===== config.mk =====
export PLATFORM = sky130hd
export DESIGN_NAME = acp_dev_flat
export DESIGN_NICKNAME = d
export VERILOG_FILES = /design/src/acp_pkg.sv /design/src/acp_if.sv /design/src/acp_dev.sv /design/src/flat_wrapper.sv
export SDC_FILE = /design/constraint.sdc
export NUM_CORES = 1
export LEC_CHECK = 0
export ABC_AREA = 0
export BUFFER_PORTS_ARGS = -buffer_cell sky130_fd_sc_hd__clkbuf_2
export CORE_ASPECT_RATIO = 1.1
export CORE_MARGIN = 2
export CORE_UTILIZATION = 35
export CTS_BUF_LIST = sky130_fd_sc_hd__clkbuf_16
export DETAILED_ROUTE_END_ITERATION = 8
export PLACE_DENSITY = 0.63
export SLEW_MARGIN = 20
export SYNTH_ARGS = -nofsm -noshare
export SYNTH_HDL_FRONTEND = slang
export SYNTH_SLANG_ARGS = --single-unit

===== constraint.sdc =====
create_clock -name clk_sys -period 2.43 [get_ports clk_sys]
set_clock_uncertainty 0.05 [all_clocks]
set_input_delay 0.243 -clock clk_sys [delete_from_list [all_inputs] [get_ports clk_sys]]
set_output_delay 0.243 -clock clk_sys [all_outputs]
set_load 0.01 [all_outputs]

===== src/acp_pkg.sv =====
// Shared constants of the serial configuration port, both ends
package acp_pkg;

  // Word format
  localparam int ADDR_W    = 8;
  localparam int DATA_W    = 16;
  localparam int WORD_BITS = 24;
  localparam int CNT_W     = 5;
  localparam int SYNC_W    = 2;

  // Device register addresses and fields
  localparam logic [7:0]  REG_RESET        = 8'h00;
  localparam logic [7:0]  REG_POWER        = 8'h0F;
  localparam int          RST_BIT          = 0;
  localparam int          PDN_CH_LSB       = 0;
  localparam int          PDN_CH_W         = 8;
  localparam int          PDN_PARTIAL_BIT  = 8;
  localparam int          PDN_COMPLETE_BIT = 9;
  localparam int          PDN_PIN_CFG_BIT  = 10;
  localparam logic [15:0] POWER_DEFAULT    = 16'h0000;

  // System clock
  localparam int CLK_MHZ       = 50;
  localparam int CLK_PERIOD_NS = 20;

  // Wake-up times, longest times rounded down
  localparam int WAKE_W            = 12;
  localparam int WAKE_COMPLETE_US  = 50;
  localparam int WAKE_PARTIAL_US   = 2;
  localparam int WAKE_COMPLETE_CYC = WAKE_COMPLETE_US * CLK_MHZ;
  localparam int WAKE_PARTIAL_CYC  = WAKE_PARTIAL_US * CLK_MHZ;

  // Host timing: reset pulse must exceed 100 ns, serial clock at most 20 MHz
  localparam int RESET_PULSE_NS   = 100;
  localparam int RESET_PULSE_CYC  = RESET_PULSE_NS / CLK_PERIOD_NS + 1;
  localparam int SCLK_MIN_NS      = 50;
  localparam int SCLK_HALF_NS     = 80;
  localparam int SCLK_HALF_CYC    = SCLK_HALF_NS / CLK_PERIOD_NS;
  localparam int DIV_W            = 8;

  // Host control registers on Avalon-MM
  localparam int         CSR_ADDR_W      = 4;
  localparam logic [3:0] CSR_CMD         = 4'h0;
  localparam logic [3:0] CSR_CTRL        = 4'h4;
  localparam logic [3:0] CSR_STATUS      = 4'h8;
  localparam int         CMD_HOLD_BIT    = 24;
  localparam int         CTRL_PD_BIT     = 0;
  localparam int         CTRL_HWRST_BIT  = 1;
  localparam int         STAT_BUSY_BIT   = 0;
  localparam int         STAT_CS_BIT     = 1;

endpackage : acp_pkg


===== src/acp_if.sv =====
// Pins between the host controller and the configuration port
`timescale 1ns/1ns
`default_nettype none
interface acp_if;
  logic cs_n;
  logic sclk;
  logic serial_write_line;
  logic reset_n;
  logic powerdown_pin;

  modport dev (
    input cs_n,
    input sclk,
    input serial_write_line,
    input reset_n,
    input powerdown_pin
  );

  modport host (
    output cs_n,
    output sclk,
    output serial_write_line,
    output reset_n,
    output powerdown_pin
  );
endinterface : acp_if
`default_nettype wire


===== src/acp_dev.sv =====
// Device end: serial word receiver, reset handling and power-down control
// Functional notes
// - Shift only while select is low
// - Sample data on serial clock rising edges
// - Commit word on every 24th rising edge
// - Discard trailing partial word at select rise
// - Several words per select, each committed
// - Eight address bits, then sixteen data bits
// - Any clock rate up to 20 MHz
// - Host resets registers after power-up
// - Low reset pin restores register defaults
// - Software reset bit restores defaults, self-clears
// - Host rewrites initialization registers after reset
// - Complete and register-selected partial power-down
// - Valid data within 50 us after complete
// - Valid data within 2 us after partial; 50 us here if the sampling clock stopped during it
`timescale 1ns/1ns
`default_nettype none
module acp_dev (
  // Clock and reset
  input  wire logic                        clk_sys,
  input  wire logic                        rst,
  // Pins from the host
  acp_if.dev                               link,
  // Sampling clock status
  input  wire logic                        sample_clk_running,
  // Committed words
  output logic                             wr_valid,
  output logic [acp_pkg::ADDR_W-1:0]       wr_addr,
  output logic [acp_pkg::DATA_W-1:0]       wr_data,
  output logic                             defaults_load,
  // Power state
  output logic [acp_pkg::PDN_CH_W-1:0]     pdn_ch,
  output logic                             pd_complete,
  output logic                             pd_partial,
  output logic                             data_valid
);

  typedef struct packed {
    logic [acp_pkg::SYNC_W-1:0]    cs_sy;
    logic [acp_pkg::SYNC_W-1:0]    sclk_sy;
    logic [acp_pkg::SYNC_W-1:0]    sd_sy;
    logic [acp_pkg::SYNC_W-1:0]    rn_sy;
    logic [acp_pkg::SYNC_W-1:0]    pd_sy;
    logic                          sclk_d;
    logic [acp_pkg::WORD_BITS-2:0] shift;
    logic [acp_pkg::CNT_W-1:0]     cnt;
    logic [acp_pkg::DATA_W-1:0]    power;
    logic                          wr_valid;
    logic [acp_pkg::ADDR_W-1:0]    wr_addr;
    logic [acp_pkg::DATA_W-1:0]    wr_data;
    logic                          defaults_load;
    logic                          pd_complete;
    logic                          pd_partial;
    logic                          clk_lost;
    logic [acp_pkg::WAKE_W-1:0]    wake_cnt;
    logic                          data_valid;
  } acp_dev_state_t;

  acp_dev_state_t s_r;
  acp_dev_state_t s_nxt;

  logic                            cs_n_s;
  logic                            sclk_s;
  logic                            sd_s;
  logic                            rn_s;
  logic                            pd_s;
  logic                            rise;
  logic [acp_pkg::WORD_BITS-1:0]   word;
  logic                            complete;
  logic                            partial;

  ////////////////////////////////////////////////////////////////////////////////////////
  // Synchronised pins, second stage only
  assign cs_n_s = s_r.cs_sy[1];
  assign sclk_s = s_r.sclk_sy[1];
  assign sd_s   = s_r.sd_sy[1];
  assign rn_s   = s_r.rn_sy[1];
  assign pd_s   = s_r.pd_sy[1];

  // Edge found by oversampling, so no minimum rate applies
  assign rise = sclk_s & ~s_r.sclk_d;
  assign word = {s_r.shift, sd_s};

  ////////////////////////////////////////////////////////////////////////////////////////
  always_comb begin
    s_nxt = s_r;
    s_nxt.cs_sy   = {s_r.cs_sy[0], link.cs_n};
    s_nxt.sclk_sy = {s_r.sclk_sy[0], link.sclk};
    s_nxt.sd_sy   = {s_r.sd_sy[0], link.serial_write_line};
    s_nxt.rn_sy   = {s_r.rn_sy[0], link.reset_n};
    s_nxt.pd_sy   = {s_r.pd_sy[0], link.powerdown_pin};
    s_nxt.sclk_d  = sclk_s;
    s_nxt.wr_valid      = 1'b0;
    s_nxt.defaults_load = 1'b0;

    // Serial receiver
    if (cs_n_s) begin
      s_nxt.cnt = '0;
    end else if (rise) begin
      s_nxt.shift = word[acp_pkg::WORD_BITS-2:0];
      if (s_r.cnt == acp_pkg::CNT_W'(acp_pkg::WORD_BITS - 1)) begin
        s_nxt.cnt      = '0;
        s_nxt.wr_valid = 1'b1;
        s_nxt.wr_addr  = word[acp_pkg::WORD_BITS-1 -: acp_pkg::ADDR_W];
        s_nxt.wr_data  = word[acp_pkg::DATA_W-1:0];
        if (word[acp_pkg::WORD_BITS-1 -: acp_pkg::ADDR_W] == acp_pkg::REG_RESET) begin
          // Reset bit is never stored, so it reads back as cleared
          if (word[acp_pkg::RST_BIT]) begin
            s_nxt.power         = acp_pkg::POWER_DEFAULT;
            s_nxt.defaults_load = 1'b1;
          end
        end else if (word[acp_pkg::WORD_BITS-1 -: acp_pkg::ADDR_W] == acp_pkg::REG_POWER) begin
          s_nxt.power = word[acp_pkg::DATA_W-1:0];
        end
      end else begin
        s_nxt.cnt = s_r.cnt + acp_pkg::CNT_W'(1);
      end
    end

    // Hardware reset pin overrides a write in the same cycle
    if (!rn_s) begin
      s_nxt.power         = acp_pkg::POWER_DEFAULT;
      s_nxt.defaults_load = 1'b1;
    end

    // Power-down: pin selects complete unless configured for partial
    complete = s_r.power[acp_pkg::PDN_COMPLETE_BIT]
             | (pd_s & ~s_r.power[acp_pkg::PDN_PIN_CFG_BIT]);
    partial  = ~complete & (s_r.power[acp_pkg::PDN_PARTIAL_BIT]
             | (pd_s & s_r.power[acp_pkg::PDN_PIN_CFG_BIT]));
    s_nxt.pd_complete = complete;
    s_nxt.pd_partial  = partial;

    if (partial && !sample_clk_running) begin
      s_nxt.clk_lost = 1'b1;
    end
    if (complete) begin
      s_nxt.wake_cnt = acp_pkg::WAKE_W'(acp_pkg::WAKE_COMPLETE_CYC);
    end else if (partial) begin
      // Stopped sampling clock costs the slow recovery
      s_nxt.wake_cnt = (s_nxt.clk_lost) ? acp_pkg::WAKE_W'(acp_pkg::WAKE_COMPLETE_CYC)
                                        : acp_pkg::WAKE_W'(acp_pkg::WAKE_PARTIAL_CYC);
    end else if (s_r.wake_cnt != '0) begin
      s_nxt.wake_cnt = s_r.wake_cnt - acp_pkg::WAKE_W'(1);
      if (s_r.wake_cnt == acp_pkg::WAKE_W'(1)) begin
        s_nxt.clk_lost = 1'b0;
      end
    end
    s_nxt.data_valid = ~complete & ~partial & (s_r.wake_cnt <= acp_pkg::WAKE_W'(1));
  end

  ////////////////////////////////////////////////////////////////////////////////////////
  always_ff @(posedge clk_sys) begin
    if (rst) begin
      // Synchronisers start at the idle pin levels, so no false select or reset follows rst
      s_r       <= '0;
      s_r.cs_sy <= '1;
      s_r.rn_sy <= '1;
    end else begin
      s_r <= s_nxt;
    end
  end

  ////////////////////////////////////////////////////////////////////////////////////////
  assign wr_valid      = s_r.wr_valid;
  assign wr_addr       = s_r.wr_addr;
  assign wr_data       = s_r.wr_data;
  assign defaults_load = s_r.defaults_load;
  assign pdn_ch        = s_r.power[acp_pkg::PDN_CH_LSB +: acp_pkg::PDN_CH_W];
  assign pd_complete   = s_r.pd_complete;
  assign pd_partial    = s_r.pd_partial;
  assign data_valid    = s_r.data_valid;

endmodule : acp_dev
`default_nettype wire


===== src/flat_wrapper.sv =====
// flat-port wrapper written by rule: the top's interface ports become plain ports
module acp_dev_flat 
  (clk_sys, rst, sample_clk_running, wr_valid, wr_addr, wr_data, defaults_load, pdn_ch, pd_complete, pd_partial, data_valid, link_cs_n, link_sclk, link_serial_write_line, link_reset_n, link_powerdown_pin);
  acp_if link_i ();
  input  wire logic clk_sys;
  input  wire logic rst;
  input  wire logic sample_clk_running;
  output logic wr_valid;
  output logic [acp_pkg::ADDR_W-1:0] wr_addr;
  output logic [acp_pkg::DATA_W-1:0] wr_data;
  output logic defaults_load;
  output logic [acp_pkg::PDN_CH_W-1:0] pdn_ch;
  output logic pd_complete;
  output logic pd_partial;
  output logic data_valid;
  input wire logic [$bits(link_i.cs_n)-1:0] link_cs_n;
  input wire logic [$bits(link_i.sclk)-1:0] link_sclk;
  input wire logic [$bits(link_i.serial_write_line)-1:0] link_serial_write_line;
  input wire logic [$bits(link_i.reset_n)-1:0] link_reset_n;
  input wire logic [$bits(link_i.powerdown_pin)-1:0] link_powerdown_pin;
  assign link_i.cs_n = link_cs_n;
  assign link_i.sclk = link_sclk;
  assign link_i.serial_write_line = link_serial_write_line;
  assign link_i.reset_n = link_reset_n;
  assign link_i.powerdown_pin = link_powerdown_pin;
  acp_dev u_core (.clk_sys(clk_sys), .rst(rst), .link(link_i), .sample_clk_running(sample_clk_running), .wr_valid(wr_valid), .wr_addr(wr_addr), .wr_data(wr_data), .defaults_load(defaults_load), .pdn_ch(pdn_ch), .pd_complete(pd_complete), .pd_partial(pd_partial), .data_valid(data_valid));
endmodule

# == Word level (Yosys, flattened, before mapping) ==
# Cells that the tools add are included.
# W data, S select, Z words.
# op_classes
n_addsub,2
order_cmp,1
n_eq_ne,4
muxes,18
n_bitwise,15
reduce_logical,14
# op_table
operator,count
$mux W12,3
$mux W11,3
$mux W26,1
$mux W13,1
$eq A12 B1 Y1 const B,1
$le A12 B1 Y1 const B,1
$reduce_bool A12 Y1,1
$sub A12 B1 Y12 const B,1
$mux W1,9
$eq A8 B4 Y1 const B,1
$logic_not A8 Y1,1
$not A1 Y1,7
$and A1 B1 Y1,6
$reduce_or A2 Y1,3
$add A5 B1 Y5 const B,1
$eq A5 B5 Y1 const B,1
$mux W5,1
$reduce_and A5 Y1,1
$reduce_bool A2 Y1,2
$reduce_and A3 Y1,1
$reduce_bool A3 Y1,1
$reduce_or A3 Y1,1
$ne A2 B1 Y1 const B,1
$or A1 B1 Y1,2
3 further kinds,3
# word_totals
reg_bits,92
in_bits,8
output_inout_bits,37
word_cells,73

# == Depth between registers and ports, before layout ==
# logic_depth
ltp_word,11
depth_mapped,6
depth_no_buf,6

# == Worst setup path before layout ==
# Ideal clock, no wire load.
# synth_path
path_kind,reg-to-reg
start,register u_core.s_r[1] in the netlist's numbering
end,register u_core.s_r[11] in the netlist's numbering
setup_time_ns,0.116
arrival_time_ns,1.748
t_required_ns,2.264
setup_slack_ns,0.517
stages_incl_launch_ff,6
n_path_buf,0
period_less_slack_ns,1.913
path_cell_list,dfxtp_1 inv_1 ha_1 or3b_2 or4_4 a31o_1
# synth_via
elab_chain_cells,3
elab_cells_between_ends,5
classes_between,1 x add/sub; 2 x mux; 2 x reduce/logical
# synth_lines
item,line_no,rtl
"start, declared",acp_dev.sv:60,acp_dev_state_t s_r;
"start signal, assigned",acp_dev.sv:161,s_r <= s_nxt;
$sub A12 B1 Y12,acp_dev.sv:145,s_nxt.wake_cnt = s_r.wake_cnt - acp_pkg::WAKE_W'(1);
$mux W13,acp_dev.sv:144,end else if (s_r.wake_cnt != '0) begin
$mux W12,acp_dev.sv:140,end else if (partial) begin
# Several ways; a longest one is shown, not always the timed one. The select of a mux whose other input is x is not followed.
# A chain may end at the register's enable or synchronous reset.

# == Worst setup path in the final report ==
# Ends and elaborated chain as after synthesis.

==> flow_summary.rst <==
.. list-table::
   :header-rows: 1

   * - Metric
     - Value
   * - Result of the run
     - completed
   * - H-tree levels
     - 3
   * - Fraction of synthesis flops using an asynchronous set or reset pin
     - 0%
   * - Count leader, synth
     - sky130_fd_sc_hd__nand2_1
   * - Data required time at the worst endpoint
     - 2.62 ns
   * - Row Count
     - 39
   * - Net switching power of the design
     - 0.001100 W
   * - Clock root buffer master
     - sky130_fd_sc_hd__clkbuf_16
   * - Maximum number of pins on one net before global-route repair
     - 57
   * - DIE AREA
     - 11310 sq um
   * - Diodes inserted
     - 0
   * - Internal power contribution
     - 0.002827 W
   * - Startpoint of the worst-slack reg-to-reg timing path
     - u_core.s_r[1]
   * - R2R setup slack
     - 0.41 ns
   * - Kind of launch point of the worst setup path
     - flip-flop
   * - Sequential fraction of the synthesis area
     - 50.26%
   * - Nature of the critical path endpoint
     - flip-flop
   * - Starting density of the core
     - 35.59%
   * - Critical path cell sequence
     - inv_1 > ha_1 > or3b_2 > or4_4 > a31o_1
   * - Post-layout util
     - around 40%
   * - Min-Delay Path Class
     - input pin to flip-flop
   * - Count of vias placed by the detailed router
     - 2846
   * - Drt first-iter violations
     - 138
   * - Data arrival, critical path
     - 2.21 ns
   * - Gate count of the mapped netlist
     - between 400 and 500
   * - First-pass GRT wire length
     - 12560 um
   * - Average instance area after synthesis
     - around 8.6 sq um
   * - Slew Limit Fails
     - 0
   * - Vert. Die Dim
     - 111.3 um
   * - Worst-Skew Late Latency
     - around 0.34 ns
   * - Number of primary I/O pins
     - 45
   * - Leakage dissipation
     - 1.530 nW
   * - Gp weighted congestion
     - 0.8144
   * - Worst hold margin
     - about 0.038 ns
   * - Switching portion of total power
     - between 20 and 30%
   * - Power per standard cell area
     - 953.7 nW/um^2
   * - Remaining antenna violation count
     - 0
   * - Length in cells of the worst reg-to-reg path
     - 5
   * - Area leader, netlist
     - sky130_fd_sc_hd__dfxtp_1
   * - Hold violation count in the final report
     - 0
   * - Number of gates given a new drive strength after cts
     - 0
   * - Area share of the largest cell type after synthesis
     - 50.26%
   * - Measured slew at the worst slew-check pin
     - 0.8169 ns
   * - Layout Area Growth over Synthesis
     - 12.36%
   * - Top FF cell, synth
     - sky130_fd_sc_hd__dfxtp_1
   * - Number of setup violations in the final report
     - 0
   * - Critical-path top delay cell
     - sky130_fd_sc_hd__or3b_2
   * - Hold path startpoint
     - link_reset_n
   * - DR pass1 iterations
     - 4
   * - Post-Synthesis Cell Area
     - 3665 sq um
   * - Worst hold path endpoint
     - u_core.s_nxt[90]
   * - Mean routed wirelength per cell
     - ~13 um
   * - Final WL
     - 7356 um
   * - Portion of total power attributed to combinational logic
     - 17.6%
   * - Clock power frac
     - 38.3%
   * - Library cells used by synthesis
     - 43
   * - Synthesized flop and latch total
     - 92
   * - Total track usage
     - 13.99%
   * - Ranking of synthesized cells by area
     - sky130_fd_sc_hd__dfxtp_1 50%, sky130_fd_sc_hd__nand2_1 11%, sky130_fd_sc_hd__a21oi_1 7.5%, sky130_fd_sc_hd__buf_4 6.8%, sky130_fd_sc_hd__a22o_1 2.4%
   * - Part of the cycle the worst path needs
     - 83.07%
   * - Achievable clock frequency
     - 0.4954 GHz
   * - Post-CTS Repair Setup Buffers
     - 0
   * - Destination of the worst register-to-register timing path
     - u_core.s_r[11]
   * - Max incr delay on CP
     - 0.52 ns
   * - Clock buffer count from CTS
     - 9
   * - Port Buffers
     - 44
   * - Detailed placement HPWL
     - roughly 5000 um
   * - Average via count per standard cell
     - 4.890
   * - Syn Nets
     - between 400 and 500
   * - Buffer levels on the longest clock path
     - 2
   * - Count of unresolved DRC violations after routing
     - 0
   * - Relative slew slack
     - 45.54%
   * - Maximum VDD drop
     - 0.0004426 V
   * - Final-layout setup total negative slack
     - 0 ns
   * - Sequential Power Share
     - 44.1%
   * - Hold-fix buffers at CTS
     - 0
   * - Post-layout power
     - about 0.0039 W
   * - Die W
     - 101.6 um
   * - Post-layout minimum cycle time
     - 2.018 ns
   * - Worst-path maximum fanout
     - 6
   * - Clock-pin transition on the worst setup and hold timing paths
     - 0.07 ns
   * - Fraction of final layout cells sized beyond drive strength 1
     - 18.45%
   * - Hold depth
     - 2
   * - Fin nets
     - 446
   * - Total core area
     - 10300 sq um
   * - Clock tree from TritonCTS
     - yes
   * - Top post-synthesis cells by count
     - 103 x sky130_fd_sc_hd__nand2_1, 92 x sky130_fd_sc_hd__dfxtp_1, 55 x sky130_fd_sc_hd__a21oi_1
   * - Antenna violations before repair
     - 0
   * - Warning count from the yosys run
     - 0
   * - Number of synthesized flops with an enable pin
     - 0
   * - Clock sink count
     - 92
   * - Count of max-cap constraint violations
     - 0
   * - Grt total ovfl
     - 0
   * - Unrepaired setup endpoints after global routing
     - no
   * - Via count of the first global-routing pass
     - 2684
   * - Kind of critical path
     - flip-flop to flip-flop
layer usage:
| layer | part of all wire [%] | GRT usage [%] | vias up |
|---|---|---|---|
| li1 | - | - | 1424 |
| met1 | 46 | 17.73 | 1346 |
| met2 | 47 | 21.62 | 60 |
| met3 | 3.7 | 2.900 | 16 |
| met4 | 3.2 | 8.378 | 0 |
| met5 | 0 | 0 | - |
cell families after synthesis:
family / share of synthesized area [%]
simple gates: 24.07
flops: 50.26
compound gates: 12.84
buf+inv: 9.457
xor+xnor: 1.195
fa+ha+maj: 1.366
mux: 0.8194
placed cells by master (no fill, tap or decap), drive strengths merged, types with 10 or more instances in the layout:
cell	synthesis	layout
a22o	10	10
nand2	103	103
clkbuf	16	53
nor2	14	14
dfxtp	92	92
nor2b	12	12
nor3	11	11
a21oi	55	55
worst max-delay path, delay by kind of cell (launching register included):
family / cells / cell delay (ns)
fa+ha+maj: 1 / 0.21
compound gates: 1 / 0.22
buf+inv: 1 / 0.13
flops: 1 / 0.35
simple gates: 2 / 0.96
power by group through the flow:
stage,Sequential (W),Clock [W],Combinational [W]
final,0.00173,0.00150,0.000692
after global routing,0.00175,0.00160,0.000787
after CTS,0.00173,0.00154,0.000680
after detailed placement,0.00176,0,0.000666
after global placement,0.00176,0,0.000651
after floorplan,0.00174,0,0.000551
stage by stage:
| step | std cells | worst slack (ns) | instance area (sq um) |
|---|---|---|---|
| finish | 582 | 0.4115 | 4118 |
| global route | 582 | 0.2953 | 4118 |
| CTS | 582 | 0.4223 | 4118 |
| detailed placement | 566 | 0.4301 | 3794 |
| global placement | 566 | 0.4831 | 3794 |
| floorplan | 425 | 0.5168 | 3665 |
worst max path at each step:
stage | slack, ns | to | cells after the start | startpoint
final | 0.41 | u_core.s_r[11] | 5 | u_core.s_r[1]
after global routing | 0.30 | u_core.s_r[6] | 4 | u_core.s_r[5]
after CTS | 0.42 | u_core.s_r[11] | 5 | u_core.s_r[1]
after detailed placement | 0.43 | u_core.s_r[11] | 5 | u_core.s_r[1]
after global placement | 0.48 | u_core.s_r[11] | 5 | u_core.s_r[1]
after floorplan | 0.52 | u_core.s_r[11] | 5 | u_core.s_r[1]
final cells by class:
cell class	instances	area [sq um]
Timing Repair Buffer	51	272.8
Clock buffer	9	225.2
Sequential cell	92	1842
Tap cell	143	178.9
Inverter	5	18.77
Fill cell	1052	6178
Clock inverter	7	98.84
Multi-Input combinational cell	275	1481
sequential cells by signal (all words and copies together) (netlist names):
name and cells:
u_core.s_r 46, u_core.wr_data 16, u_core.pdn_ch 8, u_core.wr_addr 8, u_core.s_nxt 6, u_core.cs_n_s 1
u_core.data_valid 1, u_core.defaults_load 1, u_core.pd_complete 1, u_core.pd_partial 1, u_core.pd_s 1, u_core.rn_s 1
u_core.wr_valid 1
Note: power is estimated with default switching activity, not from simulation.
